## config.mk

```make
export PLATFORM = sky130hd
export DESIGN_NAME = psrm_top
export DESIGN_NICKNAME = d
export VERILOG_FILES = /design/src/psrm_pkg.sv /design/src/psrm_pulse_timer.sv /design/src/psrm_top.sv
export SDC_FILE = /design/constraint.sdc
export NUM_CORES = 1
export LEC_CHECK = 0
export BUFFER_PORTS_ARGS = -buffer_cell sky130_fd_sc_hd__buf_2
export CORE_MARGIN = 3
export CORE_UTILIZATION = 45
export DETAILED_ROUTE_END_ITERATION = 6
export PLACE_DENSITY = 0.65
export SYNTH_ARGS = -nofsm -noshare
export SYNTH_HDL_FRONTEND = slang
export SYNTH_HIERARCHICAL = 1
export SYNTH_SLANG_ARGS = --single-unit
```

## constraint.sdc

```tcl
create_clock -name core_clk -period 2.1 [get_ports core_clk]
set_input_delay 0.42 -clock core_clk [delete_from_list [all_inputs] [get_ports core_clk]]
set_output_delay 0.42 -clock core_clk [all_outputs]
set_load 0.005 [all_outputs]
```

## src/psrm_pkg.sv

```systemverilog
// package of constants and carriers for the payload shutdown / reset manager
// assumes a single 40 MHz core clock; all event inputs except bios_running are synchronous one-cycle pulses
// Summary of operation
// - shutdown request pulses the power button line toward the payload
// - handle-open event or management shutdown command both start graceful shutdown
// - no sleep indication within 60 s of shutdown start removes payload power
// - boot watchdog expiry during bios execution swaps to the other bios flash
// - management watchdog is enabled straight out of reset
// - firmware watchdog resets the controller unless the main task restarts it
// - firmware watchdog bite isolates the ipmb, payload state untouched
// - management cold reset returns all state except the reset button tracking to power-up defaults
// - cold reset at power-on, held while management power is low
// - reset button held over five seconds gives management cold reset
// - reset button press under five seconds gives payload cold reset only
// - software cold reset command acts like power-on cold reset except that the reset button tracking is kept
// - warm reset restores the watchdog enable default but keeps address and enable settings
// - payload power activation after hot swap change issues payload cold reset
// - fru control cold reset or chassis power command gives payload cold reset
// - management watchdog expiry gives payload cold reset
package psrm_pkg;
  localparam int unsigned CLK_HZ          = 40_000_000;
  localparam int unsigned SHDN_TMO_S      = 60;
  localparam int unsigned LONG_PRESS_S    = 5;
  localparam int unsigned DEBOUNCE_MS     = 20;
  localparam int unsigned PWRBTN_MS       = 200;
  localparam int unsigned RST_PULSE_US    = 100;
  localparam int unsigned SHDN_TMO_CYC    = SHDN_TMO_S * CLK_HZ;
  localparam int unsigned LONG_PRESS_CYC  = LONG_PRESS_S * CLK_HZ;
  localparam int unsigned DEBOUNCE_CYC    = DEBOUNCE_MS * (CLK_HZ / 1000);
  localparam int unsigned PWRBTN_CYC      = PWRBTN_MS * (CLK_HZ / 1000);
  localparam int unsigned RST_PULSE_CYC   = RST_PULSE_US * (CLK_HZ / 1_000_000);
  localparam int unsigned FW_WDT_CYC      = 2 * CLK_HZ;
  localparam logic        FLASH_SEL_RST   = 1'b0;
  localparam logic [7:0]  MGMT_ADDR_RST   = 8'h00;
  localparam logic        MGMT_EN_RST     = 1'b1;
  localparam logic        WDT_EN_RST      = 1'b1;

  typedef enum logic [1:0] {
    PSRM_SD_IDLE  = 2'b00,
    PSRM_SD_BTN   = 2'b01,
    PSRM_SD_WAIT  = 2'b10,
    PSRM_SD_OFF   = 2'b11
  } psrm_sd_e;

  typedef struct packed {
    logic handle_open;
    logic shdn_cmd;
    logic sw_cold_cmd;
    logic sw_warm_cmd;
    logic fru_cold_cmd;
    logic chassis_cmd;
    logic fw_wdt_kick;
    logic wdt_expire;
    logic bios_running;
    logic pwr_activate;
  } psrm_evt_s;

  typedef struct packed {
    logic pwr_btn;
    logic payload_pwr_en;
    logic payload_rst;
    logic flash_sel;
    logic shdn_timeout;
  } psrm_pl_s;

  typedef struct packed {
    logic       cold_rst;
    logic       warm_rst;
    logic       ipmb_isolate;
    logic       wdt_en;
    logic [7:0] addr;
    logic       enable;
  } psrm_mg_s;
endpackage

```

## src/psrm_pulse_timer.sv

```systemverilog
// counting timer: start loads a count, done pulses when it reaches the end
// assumes synchronous start/stop pulses in the core clock domain
`timescale 1ns/1ps
`default_nettype none
module psrm_pulse_timer #(
  parameter int unsigned W   = 32,
  parameter int unsigned CYC = 100
) (
  input  wire logic core_clk,
  input  wire logic reset,
  input  wire logic start,
  input  wire logic stop,
  output logic      busy,
  output logic      done
);
  logic [W-1:0] cnt_q;
  logic [W-1:0] cnt_d;
  logic         run_q;
  logic         run_d;
  logic         done_d;
  logic         done_q;

  always_comb begin
    cnt_d  = cnt_q;
    run_d  = run_q;
    done_d = 1'b0;
    if (start) begin
      cnt_d = W'(CYC - 1);
      run_d = 1'b1;
    end else if (stop) begin
      run_d = 1'b0;
    end else if (run_q) begin
      if (cnt_q == '0) begin
        run_d  = 1'b0;
        done_d = 1'b1;
      end else begin
        cnt_d = cnt_q - W'(1);
      end
    end
  end

  always_ff @(posedge core_clk) begin
    if (reset) begin
      cnt_q  <= '0;
      run_q  <= 1'b0;
      done_q <= 1'b0;
    end else begin
      cnt_q  <= cnt_d;
      run_q  <= run_d;
      done_q <= done_d;
    end
  end

  assign busy = run_q;
  assign done = done_q;
endmodule
`default_nettype wire

```

## src/psrm_top.sv

```systemverilog
// payload shutdown, bios failover and reset sourcing for the management side
// assumes synchronous single-cycle event pulses and an already synchronised button level
`timescale 1ns/1ps
`default_nettype none
module psrm_top
  import psrm_pkg::*;
#(
  parameter int unsigned SHDN_CYC  = SHDN_TMO_CYC,
  parameter int unsigned LONG_CYC  = LONG_PRESS_CYC,
  parameter int unsigned DEB_CYC   = DEBOUNCE_CYC,
  parameter int unsigned BTN_CYC   = PWRBTN_CYC,
  parameter int unsigned FWWDT_CYC = FW_WDT_CYC
) (
  input  wire logic       core_clk,
  input  wire logic       reset,
  input  wire logic       mgmt_pwr_good,
  input  wire psrm_evt_s  evt,
  input  wire logic       rst_button,
  input  wire logic       sleep_ind,
  input  wire logic       wdt_en_cmd,
  input  wire logic       wdt_en_val,
  input  wire logic       addr_wr,
  input  wire logic [7:0] addr_val,
  output psrm_pl_s        pl,
  output psrm_mg_s        mg
);
  // full cold reset: power-on, low management power, or cold request from inside
  logic cold_req;
  logic cold_q;
  logic cold_d;
  logic rst_all;
  logic rst_pwr;
  assign rst_all = reset | ~mgmt_pwr_good | cold_q;
  // button tracking survives the cold pulse that a long press itself raises
  assign rst_pwr = reset | ~mgmt_pwr_good;

  // ---------------- button debounce and press classification ----------------
  logic btn_q;
  logic btn_d;
  logic btn_long_done;
  logic btn_long_q;
  logic btn_long_d;
  logic btn_chg;
  logic btn_deb_done;
  logic long_press_evt;
  logic short_press_evt;
  logic deb_busy;

  assign btn_chg = (rst_button != btn_q);

  psrm_pulse_timer #(.W(32), .CYC(DEB_CYC)) u_deb (
    .core_clk (core_clk),
    .reset    (rst_pwr),
    .start    (btn_chg & ~deb_busy),
    .stop     (~btn_chg & deb_busy),
    .busy     (deb_busy),
    .done     (btn_deb_done)
  );

  psrm_pulse_timer #(.W(32), .CYC(LONG_CYC)) u_long (
    .core_clk (core_clk),
    .reset    (rst_pwr),
    .start    (btn_deb_done & ~btn_q),
    .stop     (btn_deb_done & btn_q),
    .busy     (),
    .done     (btn_long_done)
  );

  always_comb begin
    btn_d           = btn_q;
    btn_long_d      = btn_long_q;
    long_press_evt  = 1'b0;
    short_press_evt = 1'b0;
    if (btn_deb_done) begin
      btn_d = ~btn_q;
      if (btn_q && !btn_long_q) begin
        short_press_evt = 1'b1;
      end
      if (btn_q) begin
        btn_long_d = 1'b0;
      end
    end
    if (btn_long_done && btn_q) begin
      btn_long_d     = 1'b1;
      long_press_evt = 1'b1;
    end
  end

  always_ff @(posedge core_clk) begin
    if (rst_pwr) begin
      btn_q      <= 1'b0;
      btn_long_q <= 1'b0;
    end else begin
      btn_q      <= btn_d;
      btn_long_q <= btn_long_d;
    end
  end

  // ---------------- firmware watchdog ----------------
  logic fw_bite;
  logic fw_busy;
  psrm_pulse_timer #(.W(32), .CYC(FWWDT_CYC)) u_fwwdt (
    .core_clk (core_clk),
    .reset    (rst_all),
    .start    (evt.fw_wdt_kick | ~fw_busy),
    .stop     (1'b0),
    .busy     (fw_busy),
    .done     (fw_bite)
  );

  // ---------------- graceful shutdown sequencer ----------------
  psrm_sd_e sd_q;
  psrm_sd_e sd_d;
  logic     shdn_req;
  logic     btn_tmr_start;
  logic     btn_tmr_busy;
  logic     btn_tmr_done;
  logic     tmo_start;
  logic     tmo_stop;
  logic     tmo_done;
  logic     pwr_en_q;
  logic     pwr_en_d;
  logic     tmo_flag_q;
  logic     tmo_flag_d;

  assign shdn_req = evt.handle_open | evt.shdn_cmd;

  psrm_pulse_timer #(.W(8 + 24), .CYC(BTN_CYC)) u_pbtn (
    .core_clk (core_clk),
    .reset    (rst_all),
    .start    (btn_tmr_start),
    .stop     (1'b0),
    .busy     (btn_tmr_busy),
    .done     (btn_tmr_done)
  );

  psrm_pulse_timer #(.W(32), .CYC(SHDN_CYC)) u_tmo (
    .core_clk (core_clk),
    .reset    (rst_all),
    .start    (tmo_start),
    .stop     (tmo_stop),
    .busy     (),
    .done     (tmo_done)
  );

  always_comb begin
    sd_d          = sd_q;
    pwr_en_d      = pwr_en_q;
    tmo_flag_d    = tmo_flag_q;
    btn_tmr_start = 1'b0;
    tmo_start     = 1'b0;
    tmo_stop      = 1'b0;
    case (sd_q)
      PSRM_SD_IDLE: begin
        if (shdn_req && pwr_en_q) begin
          btn_tmr_start = 1'b1;
          tmo_start     = 1'b1;
          tmo_flag_d    = 1'b0;
          sd_d          = PSRM_SD_BTN;
        end
      end
      PSRM_SD_BTN: begin
        // further requests fall through unheeded here
        if (sleep_ind) begin
          tmo_stop = 1'b1;
          pwr_en_d = 1'b0;
          sd_d     = PSRM_SD_OFF;
        end else if (btn_tmr_done) begin
          sd_d = PSRM_SD_WAIT;
        end
      end
      PSRM_SD_WAIT: begin
        if (sleep_ind) begin
          tmo_stop = 1'b1;
          pwr_en_d = 1'b0;
          sd_d     = PSRM_SD_OFF;
        end else if (tmo_done) begin
          tmo_flag_d = 1'b1;
          pwr_en_d   = 1'b0;
          sd_d       = PSRM_SD_OFF;
        end
      end
      PSRM_SD_OFF: begin
        // power already dropped on entry; wait for the button pulse to end
        if (!btn_tmr_busy) begin
          sd_d = PSRM_SD_IDLE;
        end
      end
      default: sd_d = PSRM_SD_IDLE;
    endcase
    // activation wins over a power drop in the same cycle
    if (evt.pwr_activate) begin
      pwr_en_d = 1'b1;
    end
  end

  always_ff @(posedge core_clk) begin
    if (rst_all) begin
      sd_q       <= PSRM_SD_IDLE;
      pwr_en_q   <= 1'b1;
      tmo_flag_q <= 1'b0;
    end else begin
      sd_q       <= sd_d;
      pwr_en_q   <= pwr_en_d;
      tmo_flag_q <= tmo_flag_d;
    end
  end

  // ---------------- bios failover, watchdog enable, payload reset ----------------
  logic       flash_q;
  logic       flash_d;
  logic       wdt_en_q;
  logic       wdt_en_d;
  logic       iso_q;
  logic       iso_d;
  logic [7:0] addr_q;
  logic [7:0] addr_d;
  logic       en_q;
  logic       en_d;
  logic       warm_q;
  logic       warm_d;
  logic       pl_rst_req;
  logic       pl_rst_busy;
  logic       wdt_fire;

  assign wdt_fire   = evt.wdt_expire & wdt_en_q;
  assign pl_rst_req = (evt.pwr_activate & ~pwr_en_q)
                    | short_press_evt
                    | evt.fru_cold_cmd | evt.chassis_cmd
                    | wdt_fire;
  assign cold_req   = long_press_evt | evt.sw_cold_cmd;

  psrm_pulse_timer #(.W(32), .CYC(RST_PULSE_CYC)) u_plrst (
    .core_clk (core_clk),
    .reset    (rst_all),
    .start    (pl_rst_req),
    .stop     (1'b0),
    .busy     (pl_rst_busy),
    .done     ()
  );

  always_comb begin
    flash_d  = flash_q;
    wdt_en_d = wdt_en_q;
    iso_d    = iso_q | fw_bite;
    addr_d   = addr_q;
    en_d     = en_q;
    warm_d   = evt.sw_warm_cmd | fw_bite;
    cold_d   = cold_req;
    if (wdt_fire && evt.bios_running) begin
      flash_d = ~flash_q;
    end
    if (wdt_en_cmd) begin
      wdt_en_d = wdt_en_val;
    end
    if (addr_wr) begin
      addr_d = addr_val;
    end
    if (warm_q) begin
      // watchdog enable default back, address and enable kept
      wdt_en_d = WDT_EN_RST;
    end
  end

  // cold pulse register: cleared only at power-on or while management power is low
  always_ff @(posedge core_clk) begin
    if (reset | ~mgmt_pwr_good) begin
      cold_q <= 1'b0;
    end else begin
      cold_q <= cold_d;
    end
  end

  always_ff @(posedge core_clk) begin
    if (rst_all) begin
      flash_q  <= FLASH_SEL_RST;
      wdt_en_q <= WDT_EN_RST;
      iso_q    <= 1'b0;
      addr_q   <= MGMT_ADDR_RST;
      en_q     <= MGMT_EN_RST;
      warm_q   <= 1'b0;
    end else begin
      flash_q  <= flash_d;
      wdt_en_q <= wdt_en_d;
      iso_q    <= iso_d;
      addr_q   <= addr_d;
      en_q     <= en_d;
      warm_q   <= warm_d;
    end
  end

  assign pl.pwr_btn        = btn_tmr_busy;
  assign pl.payload_pwr_en = pwr_en_q;
  assign pl.payload_rst    = pl_rst_busy;
  assign pl.flash_sel      = flash_q;
  assign pl.shdn_timeout   = tmo_flag_q;
  assign mg.cold_rst       = rst_all;
  assign mg.warm_rst       = warm_q;
  assign mg.ipmb_isolate   = iso_q;
  assign mg.wdt_en         = wdt_en_q;
  assign mg.addr           = addr_q;
  assign mg.enable         = en_q;
endmodule
`default_nettype wire

```

==> impl_metrics.json <==
{
  "period_minus_slack_ps": 2240,
  "routed_wl_um": 33600,
  "setup-violations-final": 39,
  "finalCritPeriodShare_pct": 107,
  "hold_depth": 3,
  "hold_buffers": 0,
  "switching_share_pct": 26.7,
  "fillerInstances": 2130,
  "p_leak_nw": 6.28,
  "max_slew_margin_pct": 52.8,
  "p_switching_mw": 3.01,
  "clockRootBuffer": "clkbuf_16",
  "cap_violations": 0,
  "first_pass_iters": 7,
  "antenna_left": 0,
  "synth_cells": 1374,
  "vias": 12100,
  "die_x_um": 170,
  "cts_tree": "yes",
  "clock-sinks": 222,
  "worst_pin_slew_ps": 703,
  "vias_per_cell": 6.01,
  "cp_data_arrival_time_ps": 2700,
  "yosys_warnings": 6,
  "hold_viol_final": 0,
  "avgRoutedWirePerCell_um": 16.7,
  "grt_pass1_vias": 11400,
  "dieArea_um2": 28700,
  "final_common_cell": "buf_4",
  "rows": 59,
  "gp_congestion": 0.899,
  "crit_path_end_kind": "register",
  "cp_data_required_time_ps": 2560,
  "place_area_um2": 14300,
  "fmax_mhz": 445,
  "path_clk_slew_ps": 60,
  "pwr-share-clk_pct": 42.5,
  "regArea_um2": 4480,
  "min_path_type": "in -> reg",
  "drive_above_1_share_pct": 37.0,
  "die_h_um": 170,
  "cts_buffer_depth": 3,
  "io_buffers": 42,
  "antenna_found_initial": 0,
  "cts_buffers": 26,
  "netlist_area_um2": 12000,
  "final_cell_mix": "buf_4, dfxtp_1, nor2_1",
  "fin_area_um2": 16400,
  "clkLatencyLatePin_ps": 530,
  "status": "complete, but fails checks",
  "vdd_drop_max_uv": 515,
  "h-tree-depth": 1,
  "drc_errors": 0,
  "violations": "negative setup slack",
  "intPower_mw": 8.26,
  "worst-r2r-cell-count": 7,
  "cp-start-kind": "register",
  "critPathMaxFanout": 6,
  "fin_nets": 1700,
  "grt_remaining_overflow": 0,
  "num_antenna_cells": 0,
  "rsz0062_at_grt": "true",
  "io_pins": 44,
  "coreArea_um2": 26200,
  "initial_core_util_pct": 45.9,
  "avgSynthCellArea_um2": 8.76,
  "multi_input_comb_area_um2": 7780,
  "maxSlewViolCount": 0,
  "fin_hold_ws_ps": 92.6,
  "seqPwrFrac_pct": 39.4,
  "grt_max_degree": 48,
  "fin_tns_setup_ps": -2160,
  "fin_worst_skew_ps": 11.1,
  "syn2layout_area_growth_pct": 36.1,
  "initialDrtViolationCount": 783,
  "p_comb_share_pct": 18.1,
  "fin_ws_ps": -145,
  "grt_use_total_pct": 21.6,
  "worst-setup-path-type": "reg -> reg",
  "dp_hpwl_um": 21900,
  "power_density_nw_per_um2": 688,
  "grt_pass1_wl_um": 53800
}
==> metal layers <==
layer	wire [µm]	track usage, %	part of all wire (%)
met1	14600	27.5	43
met2	17100	39.8	51
met3	1210	2.12	3.6
met4	724	4.73	2.2
met5	0	0	0
==> cell type report <==
| class | count | share of cell area [%] |
|---|---|---|
| Multi-Input combinational cell | 1036 | 47.5 |
| Sequential cell | 222 | 27.3 |
| Timing Repair Buffer | 339 | 16.1 |
| Tap cell | 335 | 2.56 |
| Clock inverter | 10 | 0.779 |
| Inverter | 35 | 0.833 |
| Clock buffer | 38 | 4.87 |
==> final timing paths <==
check                    from                end  slack [ps]
min reg2reg   u_tmo/cnt_q[13]    u_tmo/cnt_q[13]         460
max          u_plrst/cnt_q[2]  u_plrst/cnt_q[24]        -140
min                    evt[0]           pwr_en_q          90
max reg2reg  u_plrst/cnt_q[2]  u_plrst/cnt_q[24]        -140
==> power groups by stage <==
stage,clock network [mW],registers (mW),logic (mW)
global placement,0,4.51,1.74
floorplan,0,4.52,1.09
CTS,4.91,4.43,1.84
detailed placement,0,4.52,1.77
global route,5.08,4.45,2.21
finish,4.79,4.44,2.04
==> stage by stage <==
stage                     std cells  setup slack (ps)  power, mW  util [%]
after floorplan                1381              -212       5.60         -
after global placement         1922              -193       6.25      54.5
after detailed placement       1922              -185       6.29      54.5
after CTS                      1979              -105       11.2      58.9
after global routing           2015              -201       11.7      62.5
final                          2015              -145       11.3      62.5
==> sequential cells by signal, summed over array words and instances, names as in the netlist, 2 cells and up <==
name / cells
u_deb/cnt_q: 32
sd_q: 2
u_plrst/cnt_q: 32
addr_q: 8
u_pbtn/cnt_q: 32
u_tmo/cnt_q: 32
u_long/cnt_q: 32
u_fwwdt/cnt_q: 32
==> timing repair <==
| action | CTS | global route |
|---|---|---|
| pin swaps | 16 | 80 |
| cloned | 0 | 5 |
| setup buffers | 9 | 32 |
| resized for setup | 32 | 154 |
| endpoints found under the setup margin | 73 | 133 |
==> worst max-delay path: stages, from the launching register on <==
cell	delay [ps]
dfxtp_2	320
or4_4	560
nor4b_4	260
buf_4	180
buf_12	130
o2111ai_4	130
or4_4	450
a21oi_2	140
Note: power is estimated with default switching activity, not from simulation.
